<file path="src/logic/gim_pkg.sv">
// package of constants and types for the global interrupt mask logic
package gim_pkg;
   // ************************************************
   // register map
   // ************************************************
   localparam logic [7:0] MASK_ZERO_ADDR  = 8'h04;
   localparam logic [7:0] MASK_ONE_ADDR   = 8'h05;
   localparam logic [7:0] MASK_ZERO_RESET = 8'h7F;
   localparam logic [7:0] MASK_ONE_RESET  = 8'h23;
   localparam logic [7:0] MASK_ZERO_WMASK = 8'h7F;
   localparam logic [7:0] MASK_ONE_WMASK  = 8'h3F;
   localparam logic [7:0] READ_IDLE       = 8'h00;
   localparam int         NUM_FLAGS       = 13;

   // ************************************************
   // flag vector layout: mask0 bits 6..0, then mask1 bits 5..0
   // ************************************************
   localparam int ONE_BASE = 7;

   // ************************************************
   // field positions, shared by mask bits and flag bits
   // ************************************************
   localparam int DROPOUT_BIT     = 6;
   localparam int THERM_TWO_BIT   = 5;
   localparam int THERM_ONE_BIT   = 4;
   localparam int ENABLE_RISE_BIT = 3;
   localparam int ENABLE_FALL_BIT = 2;
   localparam int GPIO_RISE_BIT   = 1;
   localparam int GPIO_FALL_BIT   = 0;
   localparam int ZERO_BITS       = 7;
   localparam int ONE_BITS        = 6;

   typedef struct packed {
      logic       wr_en;
      logic [7:0] addr;
      logic [7:0] wdata;
   } gim_wr_t;
endpackage : gim_pkg

</file>
<file path="src/logic/gim_top.sv">
// global interrupt mask registers and interrupt request driver
`timescale 1ns/1ps
`default_nettype none
module gim_top (
   // clock and reset
   input  wire logic                          clock,
   input  wire logic                          resetn,
   // register write port and readback
   input  wire gim_pkg::gim_wr_t              reg_wr,
   input  wire logic [7:0]                    rd_addr,
   output logic [7:0]                         rd_data,
   // latched event flags, same clock
   input  wire logic [gim_pkg::NUM_FLAGS-1:0] flags,
   // open-drain interrupt request
   output logic                               interrupt_request_n,
   output logic                               interrupt_request_oe
);
   logic [7:0]                    mask_zero_ff;
   logic [7:0]                    nxt_mask_zero;
   logic [7:0]                    mask_one_ff;
   logic [7:0]                    nxt_mask_one;
   logic [7:0]                    rd_data_ff;
   logic [7:0]                    nxt_rd_data;
   logic [gim_pkg::NUM_FLAGS-1:0] flags_prev_ff;
   logic [gim_pkg::NUM_FLAGS-1:0] nxt_flags_prev;
   logic                          irq_ff;
   logic                          nxt_irq;
   logic [gim_pkg::NUM_FLAGS-1:0] mask_vec;
   // one assign per bit, so this one is a net
   wire  logic [gim_pkg::NUM_FLAGS-1:0] rise_vec;

   // ************************************************
   // decode helpers
   // ************************************************
   // write strobe aimed at one mask register
   function automatic logic f_wr_hit(
      input gim_pkg::gim_wr_t wr,
      input logic [7:0]       addr
   );
      return wr.wr_en && (wr.addr == addr);
   endfunction : f_wr_hit

   // ************************************************
   // mask registers
   // ************************************************
   always_comb begin
      nxt_mask_zero = mask_zero_ff;
      nxt_mask_one  = mask_one_ff;
      // reserved bits cut on write, so they always read back as zero
      if (f_wr_hit(reg_wr, gim_pkg::MASK_ZERO_ADDR)) begin
         nxt_mask_zero = reg_wr.wdata & gim_pkg::MASK_ZERO_WMASK;
      end
      if (f_wr_hit(reg_wr, gim_pkg::MASK_ONE_ADDR)) begin
         nxt_mask_one = reg_wr.wdata & gim_pkg::MASK_ONE_WMASK;
      end
      // readback registered, one cycle after the address
      unique case (rd_addr)
         gim_pkg::MASK_ZERO_ADDR: nxt_rd_data = mask_zero_ff;
         gim_pkg::MASK_ONE_ADDR:  nxt_rd_data = mask_one_ff;
         default:                 nxt_rd_data = gim_pkg::READ_IDLE;
      endcase
   end

   always_ff @(posedge clock or negedge resetn) begin
      if (!resetn) begin
         mask_zero_ff <= gim_pkg::MASK_ZERO_RESET;
         mask_one_ff  <= gim_pkg::MASK_ONE_RESET;
         rd_data_ff   <= gim_pkg::READ_IDLE;
      end else begin
         mask_zero_ff <= nxt_mask_zero;
         mask_one_ff  <= nxt_mask_one;
         rd_data_ff   <= nxt_rd_data;
      end
   end

   assign rd_data = rd_data_ff;

   // ************************************************
   // edge detect and request
   // ************************************************
   // flag order matches the two masks laid end to end
   assign mask_vec = {mask_one_ff[gim_pkg::ONE_BITS-1:0],
                      mask_zero_ff[gim_pkg::ZERO_BITS-1:0]};

   // edge only: a flag already high when its mask clears stays silent
   for (genvar gi = 0; gi < gim_pkg::NUM_FLAGS; gi++) begin : g_edge
      assign rise_vec[gi] = flags[gi] & ~flags_prev_ff[gi] & ~mask_vec[gi];
   end

   always_comb begin
      nxt_flags_prev = flags;
      nxt_irq        = irq_ff;
      if (|rise_vec) begin
         nxt_irq = 1'b1;
      end else if (flags == '0) begin
         // a new edge wins over release in the same cycle
         nxt_irq = 1'b0;
      end
   end

   always_ff @(posedge clock or negedge resetn) begin
      if (!resetn) begin
         flags_prev_ff <= '0;
         irq_ff        <= 1'b0;
      end else begin
         flags_prev_ff <= nxt_flags_prev;
         irq_ff        <= nxt_irq;
      end
   end

   // pin driven low only while asserting; released pin is pulled up
   assign interrupt_request_n  = 1'b0;
   assign interrupt_request_oe = irq_ff;

   // every source on its own, with its mask clear and with it set
   for (genvar gs = 0; gs < gim_pkg::NUM_FLAGS; gs++) begin : g_src_chk

   end
endmodule : gim_top
`default_nettype wire

</file>
<file path="config.mk">
export PLATFORM = sky130hd
export DESIGN_NAME = gim_top
export DESIGN_NICKNAME = d
export VERILOG_FILES = /design/src/logic/gim_pkg.sv /design/src/logic/gim_top.sv
export SDC_FILE = /design/constraint.sdc
export NUM_CORES = 1
export LEC_CHECK = 0
export ABC_CLOCK_PERIOD_IN_PS = 1600
export BUFFER_PORTS_ARGS = -buffer_cell sky130_fd_sc_hd__clkbuf_2
export CAP_MARGIN = 15
export CELL_PAD_IN_SITES_DETAIL_PLACEMENT = 1
export CELL_PAD_IN_SITES_GLOBAL_PLACEMENT = 2
export CORE_AREA = 3 3 69 71
export CTS_BUF_LIST = sky130_fd_sc_hd__clkbuf_4 sky130_fd_sc_hd__clkbuf_8
export CTS_CLUSTER_DIAMETER = 40
export DETAILED_ROUTE_END_ITERATION = 12
export DIE_AREA = 0 0 72 74
export PLACE_DENSITY = 0.77
export RECOVER_POWER = 25
export SYNTH_ARGS = -nofsm -noshare
export SYNTH_HDL_FRONTEND = slang
export SYNTH_SLANG_ARGS = --single-unit
</file>
<file path="constraint.sdc">
create_clock -name clock -period 1.6 [get_ports clock]
set_input_delay 0.4 -clock clock [delete_from_list [all_inputs] [get_ports clock]]
set_output_delay 0.4 -clock clock [all_outputs]
set_load 0.1 [all_outputs]
</file>
Yosys cells after proc, flatten, opt, wreduce, memory -nomap -nowiden. Index checks and enable logic that the tools add are counted.

Register bits: 35. Input port bits: 40. Output and inout bits: 10. Word-level logic and storage cells: 69.

Equal/unequal tests: 4. Muxes and demuxes: 3. Bitwise gates (word level): 52. Reductions and logical operators: 5.

Operators with widths (number): equality test 8 x 3 -> 1 bit (second input constant) (4); AND 1 bit (26); inverter 1 bit (26); case mux 7 bit (2 select lines) (1); zero test 13 bit (1); OR reduction 13 bit (1); logical AND 1 bit (2); two-way mux 1 bit (2); nonzero test 2 bit (1).

Logic depth before layout (Yosys ltp). Gate-level depths: netlist of the first run.

Depth after elaboration: 5. Mapped depth: 5. Mapped depth without buffers: 4.

Worst setup path before layout of the first run. Ideal clock, no wire load.

Kind: input to register. Start point: input port reg_wr[9] in the netlist's numbering. End point: register mask_zero_ff[0]. Library setup time: 0.082 ns. Arrival time: 1.433 ns. Required time: 1.518 ns. Path slack: 0.085 ns. Stages: 5. Buffers on the path: 1. Path through: nor4b_1 -> and4b_1 -> and2b_2 -> buf_6 -> mux2_2.

Word-level cells in the longest chain between the ends: 2.

RTL lines: from (decl) (line gim_top.sv:9) `input wire gim_pkg::gim_wr_t reg_wr,`; equality test 8 x 3 -> 1 bit (line gim_top.sv:40) `return wr.wr_en && (wr.addr == addr);`; logical AND 1 bit (line gim_top.sv:40); to (signal assigned) (line gim_top.sv:66) `mask_zero_ff <= gim_pkg::MASK_ZERO_RESET;`; to (signal assigned) (line gim_top.sv:70) `mask_zero_ff <= nxt_mask_zero;`; to (decl) (line gim_top.sv:18) `logic [7:0] mask_zero_ff;`.

No other way between the ends. A chain may end at the register's enable or synchronous reset.

Worst setup path after layout of the first run.
Start point: register rd_data_ff[4], in the netlist rd_data[4]. End point: output port rd_data[4].

RTL lines: from (decl) (line gim_top.sv:22) `logic [7:0] rd_data_ff;`; from (signal assigned) (line gim_top.sv:68) `rd_data_ff <= gim_pkg::READ_IDLE;`; from (signal assigned) (line gim_top.sv:72) `rd_data_ff <= nxt_rd_data;`; to (decl) (line gim_top.sv:11) `output logic [7:0] rd_data,`.

No word-level cell between the ends.

==> results.txt, run 1 <==
htree depth = 2
HPWL after DPL = 2520 um
drt wl/cell = 15.8 um
cell-by-cell trace of the critical path = clkbuf_2
pwr dens = 1030 nW/um2
Worst Setup Start Kind = flop
DRT Pass-1 Iters = 2
Post-DRT Antenna Nets = 0
WL final = 3180 um
TritonCTS buffer count = 5
Nets = 188
CP Max Fanout = 1
Reg clk slew, reported paths = 0.07 ns
io pins = 50
worst-margin pin slew = 0.832 ns
initial antenna violation count = 0
Worst slew margin = 44.5%
CP required = 1.20 ns
Synthesis Warnings = 0
Reg2Reg Depth = 4
row count = 24
GRT overflow = 0
Syn Area/Cell = 13.7 um2
Fmax = 681 MHz
vias in the first global route = 1074
Max VDD drop = 371 uV
Unique masters post-synth = 23
post-route minimum period = 1.47 ns
clk_lat worst skew = 0.28 ns
Tot GR Track Use = 13.0%
core area = 4290 um2
final instance area = 1680 um2
Hold Violations, Final = 0
Synth Cell Area = 1320 um2
Lkg Pwr = 0.787 nW
post-DR vias/cell = 4.80
Post-synth EDFFs = 0
Max clock buf depth = 2
Setup Crit Path Kind = reg2out
fillers = 475
CTS tree = yes
Yosys reg bits = 34
count leader, synth = dfrtp_1
Worst path max stage delay = 0.45 ns
First DRT Iteration DRCs = 51
register area share after synthesis = 65.5%
Initial Utilization = 30.7%
final setup fails = 0
# DRC = 0
Area contributors post-synth = dfrtp_1, dfstp_2, mux2_2
setup ws final = 0.131 ns
most frequent cells after synthesis = dfrtp_1, mux2_2, dfstp_2, nor2_1, nor3b_1
CTS Root Buffer Type = clkbuf_8
Hold Path Class = in2reg
Final Cycle Share = 91.8%
Placer Congestion = 0.757
Place WS = -0.0938 ns
Synth Flop Type = dfrtp_1
Die Ht = 74 um
Setup crit end kind = output port
Worst Path Arrival = 1.07 ns
Area growth syn-to-layout = 27.5%
Hold WS = 0.259 ns
die area = 5330 um2
Die W = 72 um
first-pass GRT wire length = 5210 um
Clock Skew = 0.00270 ns
Post-CTS Setup Bufs = 0
n_diodes = 0
MaxCap Viol Count = 0
area leader, netlist = dfrtp_1
Async SR Flop Fraction = 100%
routed via count = 964
largest net degree at the start of global routing = 35
placed inst area = 1610 um2
RSZ-0062 raised after global routing = false
Crit path max-delay family = buffers and inverters
post-CTS resize count = 0
Sink Count = 34
total power = 1.73 mW
layout cells sized above 1 = 45.0%
Levels on crit path = 1
Crit path buffers/inverters = 1
Max Transition Viols Final = 0
Cells after Synth = 96
Cells on Worst Hold Path = 1
share of Yosys cell area claimed by the top area cell type = 45.5%
slowest CP cell = clkbuf_2
IO buf count = 46
hold_buf cts = 0
status = finished clean
metrics by stage:
step / setup TNS (ns) / utilization, % / instances
final: 0 / 39.2 / 201
after global routing: 0 / 39.2 / 201
after CTS: 0 / 39.6 / 201
after detailed placement: -0.727 / 37.4 / 193
after global placement: -0.404 / 37.4 / 193
after floorplan: 0 / - / 97
sequential cells by signal, indices dropped and copies added (netlist names):
name                  flops
flags_prev_ff            13
interrupt_request_oe      1
mask_one_ff               6
mask_zero_ff              7
rd_data                   7
logic make-up (layout without fill, tap and decap cells):
logic type,after synthesis,count (layout),synth area share (%)
flops,34,34,65.5
simple gates,32,32,14.1
mux,13,13,11.1
compound gates,12,12,6.74
buf+inv,4,56,2.28
other cells,1,2,0.284
cell type report:
type	count	area, um2	area share (%)
clock buffer	7	90.1	5.36
clock inverter	1	5.00	0.298
multi-input combinational	59	429	25.5
sequential	34	863	51.3
tap	52	65.1	3.87
timing repair buffer	48	229	13.6
cells in the final DEF, fill, tap and decap left out:
master,n
a211o_1,1
a21oi_1,4
and4b_1,1
clkbuf_4,1
nor3b_1,7
nor4_1,2
and2_1,1
clkbuf_8,6
conb_1,2
and2b_2,1
clkbuf_1,13
nand2_1,2
dfrtp_1,24
nor2_1,9
nand4_1,1
and3_1,1
buf_4,2
mux2_2,13
nand3_1,2
clkbuf_2,33
dfstp_2,10
clkinv_2,1
nor3_1,3
a22o_1,6
a22oi_1,1
nor4b_1,2
metal layers:
metal	global-route usage, %	part of all wire, %
met2	20.9	49
met5	0	0
met1	15.9	42
met4	6.05	2.4
met3	4.32	6.3
report_power, final:
| part | internal [mW] | total, mW | switching [mW] | leakage, nW |
|---|---|---|---|---|
| logic | 0.0579 | 0.139 | 0.0808 | 0.332 |
| clock network | 0.364 | 0.665 | 0.301 | 0.0517 |
| registers | 0.902 | 0.922 | 0.0200 | 0.403 |
| total | 1.32 | 1.73 | 0.402 | 0.787 |
worst paths after layout:
kind | start | to | slack (ns)
min | flags[0] | flags_prev_ff[0] | 0.26
max | rd_data[4] | rd_data[4] | 0.13
min in group asynchronous | resetn | rd_data[5] | 0.29
max in group asynchronous | resetn | interrupt_request_oe | 0.79
min reg2reg | interrupt_request_oe | interrupt_request_oe | 0.52
max reg2reg | mask_zero_ff[3] | interrupt_request_oe | 0.31
Power figures use the tool's default switching activity.
==> inputs of run 2 (changes only) <==
--- a/config.mk
+++ b/config.mk
@@ -10,12 +10,11 @@
 export CAP_MARGIN = 15
 export CELL_PAD_IN_SITES_DETAIL_PLACEMENT = 1
 export CELL_PAD_IN_SITES_GLOBAL_PLACEMENT = 2
-export CORE_AREA = 3 3 69 71
-export CTS_BUF_LIST = sky130_fd_sc_hd__clkbuf_4 sky130_fd_sc_hd__clkbuf_8
+export CORE_AREA = 3 3 71 73
 export CTS_CLUSTER_DIAMETER = 40
 export DETAILED_ROUTE_END_ITERATION = 12
-export DIE_AREA = 0 0 72 74
-export PLACE_DENSITY = 0.77
+export DIE_AREA = 0 0 74 76
+export PLACE_DENSITY = 0.73
 export RECOVER_POWER = 25
 export SYNTH_ARGS = -nofsm -noshare
 export SYNTH_HDL_FRONTEND = slang
==> constraint.sdc (replaced) <==
create_clock -name clock -period 1.6 [get_ports clock]
set_input_delay 0.4 -clock clock [delete_from_list [all_inputs] [get_ports clock]]
set_output_delay 0.4 -clock clock [all_outputs]
set_load 0.05 [all_outputs]
==> run 2 against run 1 <==
Power shrank 2.0%. Die area grew 5.6%. Sequential cell count is the same. Via count shrank 3.5%. Hold slack gained 0.00085 ns. Maximum frequency grew 2.8%. First-iteration DRC count shrank 37%. Worst setup slack gained 0.039 ns. Clock skew grew 0.0033 ns. Global-route usage shrank 0.38 points. Combinational power shrank 8%. Critical path type is now in2reg. Largest cell class unchanged.
==> results.txt, run 2 (synthesis gave the netlist of run 1 again) <==
Reg clk slew, reported paths = 0.07 ns (about the same)
n_diodes = 0 (unchanged)
Max VDD drop = 390 uV (was 371 uV)
clk_lat worst skew = 0.28 ns (about the same)
Worst Setup Start Kind = primary input (was flop)
CTS Root Buffer Type = clkbuf_8 (unchanged)
Comb pwr share = 7.6% (was 8.0%)
Setup Crit Path Kind = in2reg (was reg2out)
drt wl/cell = 16.3 um (was 15.8 um)
Fin Setup TNS = 0 ns (unchanged)
most frequent cells in the layout = clkbuf_2, dfrtp_1, clkbuf_1 (was clkbuf_2, dfrtp_1, mux2_2, clkbuf_1, dfstp_2)
Post-CTS Setup Bufs = 0 (unchanged)
flop-to-flop setup slack = 0.34 ns (was 0.31 ns)
Die Ht = 76 um (was 74 um)
largest net degree at the start of global routing = 35 (unchanged)
Fmax = 699 MHz (was 681 MHz)
Lkg Pwr = 0.783 nW (was 0.787 nW)
reg-to-reg endpoint = interrupt_request_oe (unchanged)
Tot GR Track Use = 12.6% (was 13.0%)
htree depth = 2 (unchanged)
Placer Congestion = 0.743 (was 0.757)
sw frac = 22.8% (was 23.3%)
layout cells sized above 1 = 44.3% (was 45.0%)
min-delay src = flags[1] (was flags[0])
WL final = 3270 um (was 3180 um)
Cells on Worst Hold Path = 1 (unchanged)
first-pass GRT wire length = 5290 um (was 5210 um)
fillers = 502 (was 475)
TritonCTS buffer count = 5 (unchanged)
Worst Path Arrival = 1.64 ns (was 1.07 ns)
clock power share = 38.1% (was 38.5%)
Sink Count = 34 (unchanged)
routed via count = 930 (was 964)
MaxCap Viol Count = 0 (unchanged)
RSZ-0062 raised after global routing = false (unchanged)
# DRC = 0 (unchanged)
IO buf count = 46 (unchanged)
GRT overflow = 0 (unchanged)
hold endpoint = flags_prev_ff[1] (was flags_prev_ff[0])
Max clock buf depth = 2 (unchanged)
Hold Path Class = in2reg (unchanged)
reg-to-reg startpoint = mask_zero_ff[3] (unchanged)
HPWL after DPL = 2540 um (was 2520 um)
vias in the first global route = 1103 (was 1074)
Clock Skew = 0.00605 ns (was 0.00270 ns)
final setup fails = 0 (unchanged)
Post-DRT Antenna Nets = 0 (unchanged)
number of flip-flops in the largest register = 13 (unchanged)
Max Transition Viols Final = 0 (unchanged)
status = finished clean (unchanged)
Final Cycle Share = 89.4% (was 91.8%)
CP Max Fanout = 7 (was 1)
core area = 4410 um2 (was 4290 um2)
die area = 5620 um2 (was 5330 um2)
Seq pwr share = 54.3% (was 53.4%)
CTS tree = yes (unchanged)
Hold Violations, Final = 0 (unchanged)
CP required = 1.81 ns (was 1.20 ns)
initial antenna violation count = 0 (unchanged)
row count = 24 (unchanged)
Worst slew margin = 45.7% (was 44.5%)
net switching power figure = 0.385 mW (was 0.402 mW)
post-route minimum period = 1.43 ns (was 1.47 ns)
Die W = 74 um (was 72 um)
most common library cell in the layout ignoring fill and taps = clkbuf_2 (unchanged)
pwr dens = 1010 nW/um2 (was 1030 nW/um2)
DRT Pass-1 Iters = 2 (unchanged)
io pins = 50 (unchanged)
largest reg by FF count = flags_prev_ff (unchanged)
Critical path origin = reg_wr[9] (was rd_data[4])
Area growth syn-to-layout = 27.0% (was 27.5%)
P_int = 1.31 mW (was 1.32 mW)
Hold WS = 0.260 ns (was 0.259 ns)
worst-margin pin slew = 0.814 ns (was 0.832 ns)
hold_buf cts = 0 (unchanged)
Initial Utilization = 29.9% (was 30.7%)
Setup crit end kind = flop (was output port)
Nets = 188 (unchanged)
total power = 1.69 mW (was 1.73 mW)
Reg2Reg Depth = 4 (unchanged)
post-DR vias/cell = 4.63 (was 4.80)
First DRT Iteration DRCs = 32 (was 51)
post-CTS resize count = 0 (unchanged)
==> run 2: cell types whose count changed in the layout (fill, tap and decap cells not counted) <==
cell / previous run / this run
clkbuf_4: 1 / 0
clkbuf_2: 33 / 34
buf_4: 2 / 1
clkbuf_1: 13 / 14
==> run 2: power by group through the flow <==
| stage | Sequential [mW] | Clock (mW) | Combinational (mW) |
|---|---|---|---|
| after floorplan | 0.929 | 0 | 0.0553 |
| after global placement | 0.933 | 0 | 0.132 |
| after detailed placement | 0.935 | 0 | 0.138 |
| after CTS | 0.920 | 0.670 | 0.138 |
| after global routing | 0.923 | 0.713 | 0.145 |
| final | 0.919 | 0.644 | 0.128 |
==> run 2: metrics by stage <==
step	std cells	instance area (um2)	utilization (%)	worst slack (ns)
2_1_floorplan	97	1320	-	0.0849
3_3_place_gp	193	1600	36.3	-0.0884
3_5_place_dp	193	1600	36.3	-0.141
4_1_cts	201	1690	38.4	0.165
5_1_grt	201	1680	38.0	0.0776
6_report	201	1680	38.0	0.170
==> run 2: area by class of cell <==
class                   count  area, um2  area share (%)
well taps                  52       65.1            3.88
multi-input cells          59        429            25.6
clock inverters             1       5.00           0.299
clock buffers               7       86.3            5.15
flip-flops and latches     34        863            51.5
repair buffers             48        226            13.5
==> run 2: how the worst max path moves through the flow <==
stage,depth (start not counted),to,slack (ns)
after detailed placement,5,mask_zero_ff[2],-0.14
final,5,mask_zero_ff[2],0.17
after global placement,5,mask_zero_ff[6],-0.09
after global routing,5,mask_zero_ff[3],0.08
after floorplan,5,mask_zero_ff[0],0.08
after CTS,5,mask_zero_ff[2],0.17
==> run 2: metal layers <==
layer  vias to the layer above  track usage (%)  routed length [um]
met4                         0             5.98                  56
met2                        30             20.2                1610
li1                        445                -                   -
met3                         4             2.77                 147
met5                         -                0                   0
met1                       451             15.8                1460
==> run 2: worst max-delay path, cell delays in order <==
cell	delay (ns)
clkbuf_2	0.08
nor4b_1	0.26
and4b_1	0.25
and2b_2	0.28
mux2_2	0.36
